File: src/common/irs_consts.svh
// Purpose: Constants for the integrator reset sequencer
// Assumes: 50 MHz sys_clk, 20 ns period
// Notes: Times in ns, cycle counts derived from them
`ifndef IRS_CONSTS_SVH
`define IRS_CONSTS_SVH
`define IRS_CLK_PERIOD_NS 20
`define IRS_NS_PER_KOHM 10
`define IRS_MIN_HOLD_NS 150
`define IRS_MIN_HOLD_CYC ((`IRS_MIN_HOLD_NS + `IRS_CLK_PERIOD_NS - 1) / `IRS_CLK_PERIOD_NS)
`define IRS_CAL_TIME_NS 100000
`define IRS_CAL_CYC (`IRS_CAL_TIME_NS / `IRS_CLK_PERIOD_NS)
`define IRS_WD_TIME_NS 200000
`define IRS_WD_CYC (`IRS_WD_TIME_NS / `IRS_CLK_PERIOD_NS)
`define IRS_CNT_W 24
`define IRS_KOHM_W 12
`define IRS_MIN_KOHM 12'h010
`define IRS_OUT_W 8
`define IRS_OUT_MIN 8'h00
`define IRS_MODE_W 2
`endif

File: src/common/irs_pkg.sv
// Purpose: Types for the integrator reset sequencer
// Assumes: Constants come from irs_consts.svh
// Notes: Gray codes along lockout, calibrate, armed, reset, measure
`default_nettype none
package irs_pkg;
   typedef enum logic [2:0] {
      IRS_LOCKOUT = 3'h0,
      IRS_CALIB = 3'h1,
      IRS_ARMED = 3'h3,
      IRS_RESET = 3'h2,
      IRS_MEASURE = 3'h6
   } irs_state_e;
   typedef enum logic [1:0] {
      IRS_SINGLE = 2'h0,
      IRS_PING2 = 2'h1,
      IRS_PING4 = 2'h2
   } irs_mode_e;
endpackage
`default_nettype wire

File: src/rtl/irs_oneshot.sv
// Purpose: Programmable one-shot holding the integrator in reset
// Assumes: duration_resistor_kohm is stable while armed
// Notes: 10 ns per kilohm, rounded up to whole cycles
`default_nettype none
`include "irs_consts.svh"
module irs_oneshot (
   input wire logic sys_clk,
   input wire logic resetn,
   input wire logic trigger,
   input wire logic [`IRS_KOHM_W-1:0] duration_resistor_kohm,
   output logic busy
);
   logic [`IRS_CNT_W-1:0] count_r;
   logic [`IRS_CNT_W-1:0] load_val;

   // Hold time in cycles; clamps settings below the usable floor
   always_comb begin
      load_val = `IRS_CNT_W'((32'(duration_resistor_kohm) * `IRS_NS_PER_KOHM + `IRS_CLK_PERIOD_NS - 1)
                 / `IRS_CLK_PERIOD_NS);
      if (duration_resistor_kohm < `IRS_MIN_KOHM) begin
         load_val = `IRS_CNT_W'(`IRS_MIN_HOLD_CYC);
      end
   end

   // Down counter; a trigger while idle starts it, retrigger ignored
   always_ff @(posedge sys_clk or negedge resetn) begin
      if (!resetn) begin
         count_r <= '0;
      end else if (trigger && count_r == '0) begin
         count_r <= load_val;
      end else if (count_r != '0) begin
         count_r <= count_r - `IRS_CNT_W'(1);
      end
   end

   assign busy = (count_r != '0);
endmodule
`default_nettype wire

File: src/rtl/irs_sequencer.sv
// Purpose: Lockout, calibration, reset and measure sequencing
// Assumes: Gate timing inputs synchronous to sys_clk
// Notes: Output values stand in for the analog waveform
`default_nettype none
`include "irs_consts.svh"
module irs_sequencer #(
   parameter int unsigned CAL_CYCLES = `IRS_CAL_CYC,
   parameter int unsigned WD_CYCLES = `IRS_WD_CYC
) (
   input wire logic sys_clk,
   input wire logic resetn,
   input wire logic supply_lockout,
   input wire logic supply_above_hyst,
   input wire logic [1:0] output_mode,
   input wire logic timer_mode,
   input wire logic [`IRS_KOHM_W-1:0] duration_resistor_kohm,
   input wire logic gate_timing_in_a,
   input wire logic gate_timing_in_b,
   input wire logic gate_timing_in_c,
   input wire logic gate_timing_in_d,
   input wire logic forward_current,
   input wire logic [`IRS_OUT_W-1:0] sense_level,
   output logic [`IRS_OUT_W-1:0] sense_out_first,
   output logic [`IRS_OUT_W-1:0] sense_out_second,
   output logic integrator_reset,
   output logic fault_out,
   output logic fault_oe,
   output logic [2:0] seq_state
);
   // ************************************************************
   // Declarations
   // ************************************************************
   irs_pkg::irs_state_e state_r;
   irs_pkg::irs_state_e state_nxt;
   logic [`IRS_CNT_W-1:0] cal_cnt_r;
   logic [`IRS_CNT_W-1:0] wd_cnt_r;
   logic fault_r;
   logic [`IRS_OUT_W-1:0] out_first_r;
   logic [`IRS_OUT_W-1:0] out_second_r;
   logic rst_cond;
   logic rst_cond_d_r;
   logic shot_busy;
   logic hold_reset;
   logic route_first;
   logic route_second;
   logic cal_done;
   logic wd_expired;

   // ************************************************************
   // Reset condition and routing
   // ************************************************************

   // Reset logic per output mode
   function automatic logic reset_logic(input logic [1:0] m, input logic a, input logic b,
                                        input logic c, input logic d);
      case (m)
         irs_pkg::IRS_PING2: reset_logic = !a && !b;
         irs_pkg::IRS_PING4: reset_logic = !(a && !b) && !(c && !d);
         default: reset_logic = a ^ b;
      endcase
   endfunction

   always_comb begin
      rst_cond = reset_logic(output_mode, gate_timing_in_a, gate_timing_in_b,
                             gate_timing_in_c, gate_timing_in_d);
   end

   // Output steering by mode
   always_comb begin
      route_first = 1'b1;
      route_second = 1'b0;
      if (output_mode == irs_pkg::IRS_PING2) begin
         route_first = gate_timing_in_a;
         route_second = gate_timing_in_b;
      end else if (output_mode == irs_pkg::IRS_PING4) begin
         route_first = gate_timing_in_c && !gate_timing_in_d;
         route_second = gate_timing_in_a && !gate_timing_in_b;
      end
   end

   // ************************************************************
   // Integrator reset hold
   // ************************************************************

   // Edge of the condition fires the one-shot; level would retrigger forever
   always_ff @(posedge sys_clk or negedge resetn) begin
      if (!resetn) begin
         rst_cond_d_r <= 1'b0;
      end else begin
         rst_cond_d_r <= rst_cond;
      end
   end

   irs_oneshot u_oneshot (
      .sys_clk(sys_clk),
      .resetn(resetn),
      .trigger(timer_mode && rst_cond && !rst_cond_d_r &&
               (state_r == irs_pkg::IRS_ARMED || state_r == irs_pkg::IRS_MEASURE)),
      .duration_resistor_kohm(duration_resistor_kohm),
      .busy(shot_busy)
   );

   // Level mode holds as long as the condition; timer mode as long as the shot
   always_comb begin
      if (timer_mode) begin
         hold_reset = shot_busy || (rst_cond && !rst_cond_d_r);
      end else begin
         hold_reset = rst_cond;
      end
   end

   // ************************************************************
   // Sequencer
   // ************************************************************
   assign cal_done = (cal_cnt_r >= `IRS_CNT_W'(CAL_CYCLES - 1));
   assign wd_expired = (wd_cnt_r >= `IRS_CNT_W'(WD_CYCLES - 1));

   // Next state; lockout overrides everything
   always_comb begin
      state_nxt = state_r;
      case (state_r)
         irs_pkg::IRS_LOCKOUT: begin
            if (!supply_lockout && supply_above_hyst) begin
               state_nxt = irs_pkg::IRS_CALIB;
            end
         end
         irs_pkg::IRS_CALIB: begin
            if (cal_done) begin
               state_nxt = irs_pkg::IRS_ARMED;
            end
         end
         irs_pkg::IRS_ARMED: begin
            if (hold_reset) begin
               state_nxt = irs_pkg::IRS_RESET;
            end
         end
         irs_pkg::IRS_RESET: begin
            if (!hold_reset) begin
               state_nxt = irs_pkg::IRS_MEASURE;
            end
         end
         irs_pkg::IRS_MEASURE: begin
            if (hold_reset) begin
               state_nxt = irs_pkg::IRS_RESET;
            end
         end
         default: state_nxt = irs_pkg::IRS_LOCKOUT;
      endcase
      if (supply_lockout) begin
         state_nxt = irs_pkg::IRS_LOCKOUT;
      end
   end

   always_ff @(posedge sys_clk or negedge resetn) begin
      if (!resetn) begin
         state_r <= irs_pkg::IRS_LOCKOUT;
      end else begin
         state_r <= state_nxt;
      end
   end

   // Calibration timer
   always_ff @(posedge sys_clk or negedge resetn) begin
      if (!resetn) begin
         cal_cnt_r <= '0;
      end else if (state_r != irs_pkg::IRS_CALIB) begin
         cal_cnt_r <= '0;
      end else if (!cal_done) begin
         cal_cnt_r <= cal_cnt_r + `IRS_CNT_W'(1);
      end
   end

   // Watchdog on measure length; saturates so it never wraps
   always_ff @(posedge sys_clk or negedge resetn) begin
      if (!resetn) begin
         wd_cnt_r <= '0;
      end else if (state_r != irs_pkg::IRS_MEASURE) begin
         wd_cnt_r <= '0;
      end else if (!wd_expired) begin
         wd_cnt_r <= wd_cnt_r + `IRS_CNT_W'(1);
      end
   end

   // Fault sticks until the next reset cycle or lockout
   always_ff @(posedge sys_clk or negedge resetn) begin
      if (!resetn) begin
         fault_r <= 1'b0;
      end else if (state_r == irs_pkg::IRS_MEASURE && wd_expired) begin
         fault_r <= 1'b1;
      end else if (state_r == irs_pkg::IRS_RESET || state_r == irs_pkg::IRS_LOCKOUT) begin
         fault_r <= 1'b0;
      end
   end

   // ************************************************************
   // Outputs
   // ************************************************************

   // Outputs at minimum except while measuring forward current
   always_ff @(posedge sys_clk or negedge resetn) begin
      if (!resetn) begin
         out_first_r <= `IRS_OUT_MIN;
         out_second_r <= `IRS_OUT_MIN;
      end else begin
         out_first_r <= `IRS_OUT_MIN;
         out_second_r <= `IRS_OUT_MIN;
         if (state_r == irs_pkg::IRS_MEASURE && forward_current) begin
            if (route_first) begin
               out_first_r <= sense_level;
            end
            if (route_second) begin
               out_second_r <= sense_level;
            end
         end
      end
   end

   assign sense_out_first = out_first_r;
   assign sense_out_second = out_second_r;
   assign integrator_reset = (state_r != irs_pkg::IRS_MEASURE); // Integrator zeroed outside measure
   assign fault_out = 1'b0; // Open drain: only ever pulls low
   assign fault_oe = !fault_r; // Enable low while driving
   assign seq_state = state_r;
endmodule
`default_nettype wire

File: config.mk
export PLATFORM = sky130hd
export DESIGN_NAME = irs_sequencer
export DESIGN_NICKNAME = d
export VERILOG_FILES = /design/src/common/irs_pkg.sv /design/src/rtl/irs_oneshot.sv /design/src/rtl/irs_sequencer.sv
export VERILOG_INCLUDE_DIRS = /design/src /design/src/common
export SDC_FILE = /design/constraint.sdc
export NUM_CORES = 1
export LEC_CHECK = 0
export BUFFER_PORTS_ARGS = -buffer_cell sky130_fd_sc_hd__buf_4
export CORE_MARGIN = 4
export CORE_UTILIZATION = 60
export CTS_CLUSTER_SIZE = 8
export DETAILED_ROUTE_END_ITERATION = 8
export GPL_TIMING_DRIVEN = 1
export PLACE_DENSITY = 0.79
export RECOVER_POWER = 25
export SYNTH_ARGS = -nofsm -noshare
export SYNTH_HDL_FRONTEND = slang
export SYNTH_SLANG_ARGS = --single-unit
File: constraint.sdc
create_clock -name sys_clk -period 3.9 [get_ports sys_clk]
set_clock_uncertainty 0.1 [all_clocks]
set_input_delay 0.585 -clock sys_clk [delete_from_list [all_inputs] [get_ports sys_clk]]
set_output_delay 0.585 -clock sys_clk [all_outputs]
set_load 0.01 [all_outputs]
==> impl_metrics.ini, run 1 <==
[clock_tree]
cts_inserted_buffers = 9
clkSinkCount = 93
cts_hold_buf = 0
clockBufferDepth = 2
ctsRootBufferMaster = sky130_fd_sc_hd__clkbuf_16
htreeDepth = 3

[die]
ios = 54
start_util_pct = 61.2
die_h_um = 132
die_width_um = 132
placement_rows = 45

[yosys]
synth.ff_latch_count = 93
async_flop_share_pct = 100
syn_inst = 1173
synth_cell_type_count = 107
synth_fp_nets = 1238
synth_xor_area_share_pct = 10.7
postSynth.topFlopCell = sky130_fd_sc_hd__dfrtp_1
number_of_synthesized_flops_with_an_enable_pin = 0
post_synth_mux_area_share_pct = 0.540
synth_compound_area_share_pct = 27.9
synthesis.yosys.warnings = 0
synth_simple_gate_area_share_pct = 27.6
ys_seq_area_share_pct = 25.1
synthesis.area_sq_um = 9270
avgSynthCellArea_sq_um = 7.90
synth_top_family_by_area = compound AO/OA/AOI/OAI gates
synthAdderAreaFrac_pct = 4.89

[placed_design]
routabilityCongestion = 0.972
placed_area_sq_um = 12700
place.port_buffers = 52
hpwl_mm = 24.0

[run_status]
run_status = did not finish
tool.error = [ERROR GRT-0232] Routing congestion too high. Check the congestion heatmap in the GUI.
stop_stage = global routing

[global_routing]
grt_max_degree = 90
globalRouteTotalUtil_pct = 87.7
gr-total-overflow = 542

[timing]
grt-worst-endpoint = u_oneshot.count_r[0]$_DFFE_PN0P_/D
timing.worst_endpoint.kind = register input
-- routing by layer --
| layer | overflow | track usage, % |
|---|---|---|
| met2 | 364 | 105 |
| met5 | 5 | 33.3 |
| met4 | 164 | 94.7 |
| met1 | 5 | 85.4 |
| met3 | 4 | 71.5 |
-- cell families after synthesis --
group,Yosys count
flip-flops,93
buffers and inverters,67
XOR/XNOR,108
adder cells (fa/ha/maj),36
AO/OA/AOI/OAI,357
AND/OR/NAND/NOR,506
other,1
multiplexers,5
-- synth_stat cells (20+ instances only) --
library cell               instances  area, sq um
sky130_fd_sc_hd__nor2_1          129          484
sky130_fd_sc_hd__nand2_1         115          432
sky130_fd_sc_hd__dfrtp_1          93         2330
sky130_fd_sc_hd__a21oi_1          83          415
sky130_fd_sc_hd__xnor2_1          70          613
sky130_fd_sc_hd__o21ai_0          52          260
sky130_fd_sc_hd__nand3_1          49          245
sky130_fd_sc_hd__nor3_1           39          195
sky130_fd_sc_hd__ha_1             32          400
sky130_fd_sc_hd__xor2_1           32          280
sky130_fd_sc_hd__or3_1            29          181
sky130_fd_sc_hd__clkbuf_1         28          105
sky130_fd_sc_hd__inv_1            25         93.8
sky130_fd_sc_hd__nor4_1           24          150
sky130_fd_sc_hd__and2_1           20          125
sky130_fd_sc_hd__and3_1           20          125
-- stage by stage --
step / setup TNS [ps] / instances / util, % / setup slack, ps
detailed placement: -47570 / 1702 / 83.5 / -6630
global placement: -44990 / 1702 / 83.5 / -6290
floorplan: -39060 / 1173 / - / -5990
CTS: -38490 / 1750 / 90.6 / -5710
-- what timing repair did --
item	CTS
pin swaps	52
buffers inserted	31
gates cloned	2
setup endpoints to repair	12
gates resized for setup	112
==> inputs of run 2 (changes only) <==
--- a/config.mk
+++ b/config.mk
@@ -8,11 +8,10 @@
 export LEC_CHECK = 0
 export BUFFER_PORTS_ARGS = -buffer_cell sky130_fd_sc_hd__buf_4
 export CORE_MARGIN = 4
-export CORE_UTILIZATION = 60
-export CTS_CLUSTER_SIZE = 8
+export CORE_UTILIZATION = 40
 export DETAILED_ROUTE_END_ITERATION = 8
 export GPL_TIMING_DRIVEN = 1
-export PLACE_DENSITY = 0.79
+export PLACE_DENSITY_LB_ADDON = 0.15
 export RECOVER_POWER = 25
 export SYNTH_ARGS = -nofsm -noshare
 export SYNTH_HDL_FRONTEND = slang
==> run 2 against run 1 <==
  * The flow now finishes, with violations (capacitance limit, slew limit, setup timing)
  * Synthesized cell count unchanged
  * Area after synthesis unchanged
==> impl_metrics.ini, run 2 <==
[yosys]
synthesis.yosys.warnings = 0
post-synth-top-area-cell = sky130_fd_sc_hd__dfrtp_1
synthesis.area_sq_um = 9270
synth_most_common_cell = sky130_fd_sc_hd__nor2_1
postSynth.topFlopCell = sky130_fd_sc_hd__dfrtp_1
avgSynthCellArea_sq_um = 7.90
ys_seq_area_share_pct = 25.1
synth_fp_nets = 1238
yosys-top-cells-area = sky130_fd_sc_hd__dfrtp_1 (25%), sky130_fd_sc_hd__xnor2_1 (6.6%), sky130_fd_sc_hd__nor2_1 (5.2%), sky130_fd_sc_hd__nand2_1 (4.7%), sky130_fd_sc_hd__a21oi_1 (4.5%)
synth.top_cells.by_count = sky130_fd_sc_hd__nor2_1 (129), sky130_fd_sc_hd__nand2_1 (115), sky130_fd_sc_hd__dfrtp_1 (93)
synth.top_cell.area_share_pct = 25.1
synth.ff_latch_count = 93
number_of_synthesized_flops_with_an_enable_pin = 0
async_flop_share_pct = 100
syn_inst = 1173
synth_cell_type_count = 107

[worst_setup_path]
timing.critical_path.slowest_stage_cell = sky130_fd_sc_hd__or4_4
crit_path_max_incr_delay_ps = 500
timing.reg2reg.worst_path_depth = 13
critPathTopFamily = compound AO/OA/AOI/OAI gates
critical_path_cell_count = 42
worst-setup-path-type = input port to flop
timing.critical_path.required_ps = 4060
critical_path.startpoint_type = input port
worstPathMaxFanout = 7
worst-endpoint-arrival_ps = 10010
endpoint_kind = flop
path_buf_inv = 6

[timing]
clock.fmax_mhz = 101
rsz0062_at_grt = true
setup_viol = 12
tightest_slew_ps = 1950
final_period_minus_worst_setup_slack_ps = 9850
timing.max_slew.rel_slack_pct = -30.0
finalMaxSlewViolations = 38
setup_slack_ps = -5950
timing.final.hold_violations = 0
post-route-period-util_pct = 253

[clock_tree]
worst_skew_pair.late_latency_ps = 340
htreeDepth = 3
clockBufferDepth = 2
clk_pin_slew_worst_paths_ps = 60
clock_tree_from_tritoncts = built
cts_inserted_buffers = 9
cts_hold_buf = 0
ctsRootBufferMaster = sky130_fd_sc_hd__clkbuf_16
clkSinkCount = 93

[placed_design]
placed_area_sq_um = 12800
routabilityCongestion = 0.975
minimum_setup_slack_after_placement_ps = -6580
place.port_buffers = 52
hpwl_mm = 23.7
dpl.cell_count = 1794

[die]
die_width_um = 160
ios = 54
placeableCoreArea_sq_um = 22700
placement_rows = 55
dieArea_sq_um = 25700
die_h_um = 160
start_util_pct = 40.8

[detailed_routing]
detailroute.via_count = 10840
first_iter_violations = 977
drt_first_pass_iters = 5
finalWirelength_mm = 31.9
route.antenna.remaining_nets = 0
post_drt_via_cell_ratio = 5.75
routed_wire_length_per_instance_um = 16.9
drc = 0

[finish]
area_delta_synth_final_pct = 58.7
multi_input_comb_area_sq_um = 7970
share_of_final_layout_standard_cells_stronger_than_drive_strength_1_pct = 42.2
area.sequential_sq_um = 2330
final_common_cell = sky130_fd_sc_hd__buf_4
mostFrequentLayoutCells = sky130_fd_sc_hd__buf_4 (401), sky130_fd_sc_hd__nor2_1 (124), sky130_fd_sc_hd__nand2_1 (111)
final_net_count = 1661
registers_with_the_highest_flip_flop_counts = cal_cnt_r (24), u_oneshot.count_r (24), wd_cnt_r (24)
antennaDiodeCount = 0
final_cell_area_sq_um = 14700
finish.cell_count_without_fillers = 1886
nFillCells = 1856

[worst_hold_path]
worstHoldPathCells = 2
hold_class = input port to flop

[global_routing]
globalRouteTotalUtil_pct = 23.3
grt_first_pass_wirelength_mm = 50.6
grt_max_degree = 38
gr-total-overflow = 0
grt_pass1_vias = 10305
antenna_violations_before_repair = 0

[job]
drv_cap = 1

[run_status]
run_status = complete, but fails checks
failed_checks = capacitance limit, slew limit, setup timing
==> run 2: cell type report <==
cell class,instances,share of cell area (%)
multi-input cells,1014,54.2
clock inverters,5,0.400
clock buffers,11,1.65
flip-flops and latches,93,15.8
well taps,285,2.42
repair buffers,453,24.9
inverters,25,0.638
==> run 2: routing by layer <==
layer	GRT usage (%)	wire, um	share of wire [%]
met5	0	0	0
met4	5.67	614	1.9
met3	3.48	1570	4.9
met2	38.9	15400	48
met1	31.7	14300	45
==> run 2: timing repair <==
item,in CTS,in global routing
setup buffers,47,29
gates cloned,2,0
endpoints found under the setup margin,12,18
gates resized for setup,108,94
pin swaps,61,29
==> run 2: metrics by stage <==
stage	TNS, ps	utilization [%]	hold slack (ps)
after floorplan	-39060	-	189
after global placement	-45410	56.2	369
after detailed placement	-46900	56.2	372
after CTS	-38510	61.7	105
after global routing	-43530	64.8	307
final	-40890	64.8	322
==> run 2: final timing paths <==
kind                                      startpoint                    to  slack (ps)
setup / recovery           duration_resistor_kohm[5]  u_oneshot.count_r[0]       -5950
hold / removal                        supply_lockout          seq_state[2]         320
setup reg to reg                u_oneshot.count_r[0]  u_oneshot.count_r[0]         100
hold reg to reg                         wd_cnt_r[15]          wd_cnt_r[15]         390
max in group asynchronous                     resetn          cal_cnt_r[3]         890
min in group asynchronous                     resetn          wd_cnt_r[13]         690
==> run 2: logic make-up after synthesis <==
logic type / count (synthesis) / synth area share [%]
compound gates: 357 / 27.9
xor+xnor: 108 / 10.7
flops: 93 / 25.1
fa+ha+maj: 36 / 4.89
simple gates: 506 / 27.6
mux: 5 / 0.540
other cells: 1 / 0.0405
buf+inv: 67 / 3.27
Power of run 2 is not shown: default switching activity piles up to over one toggle a cycle in this logic, so the estimate is an artifact.
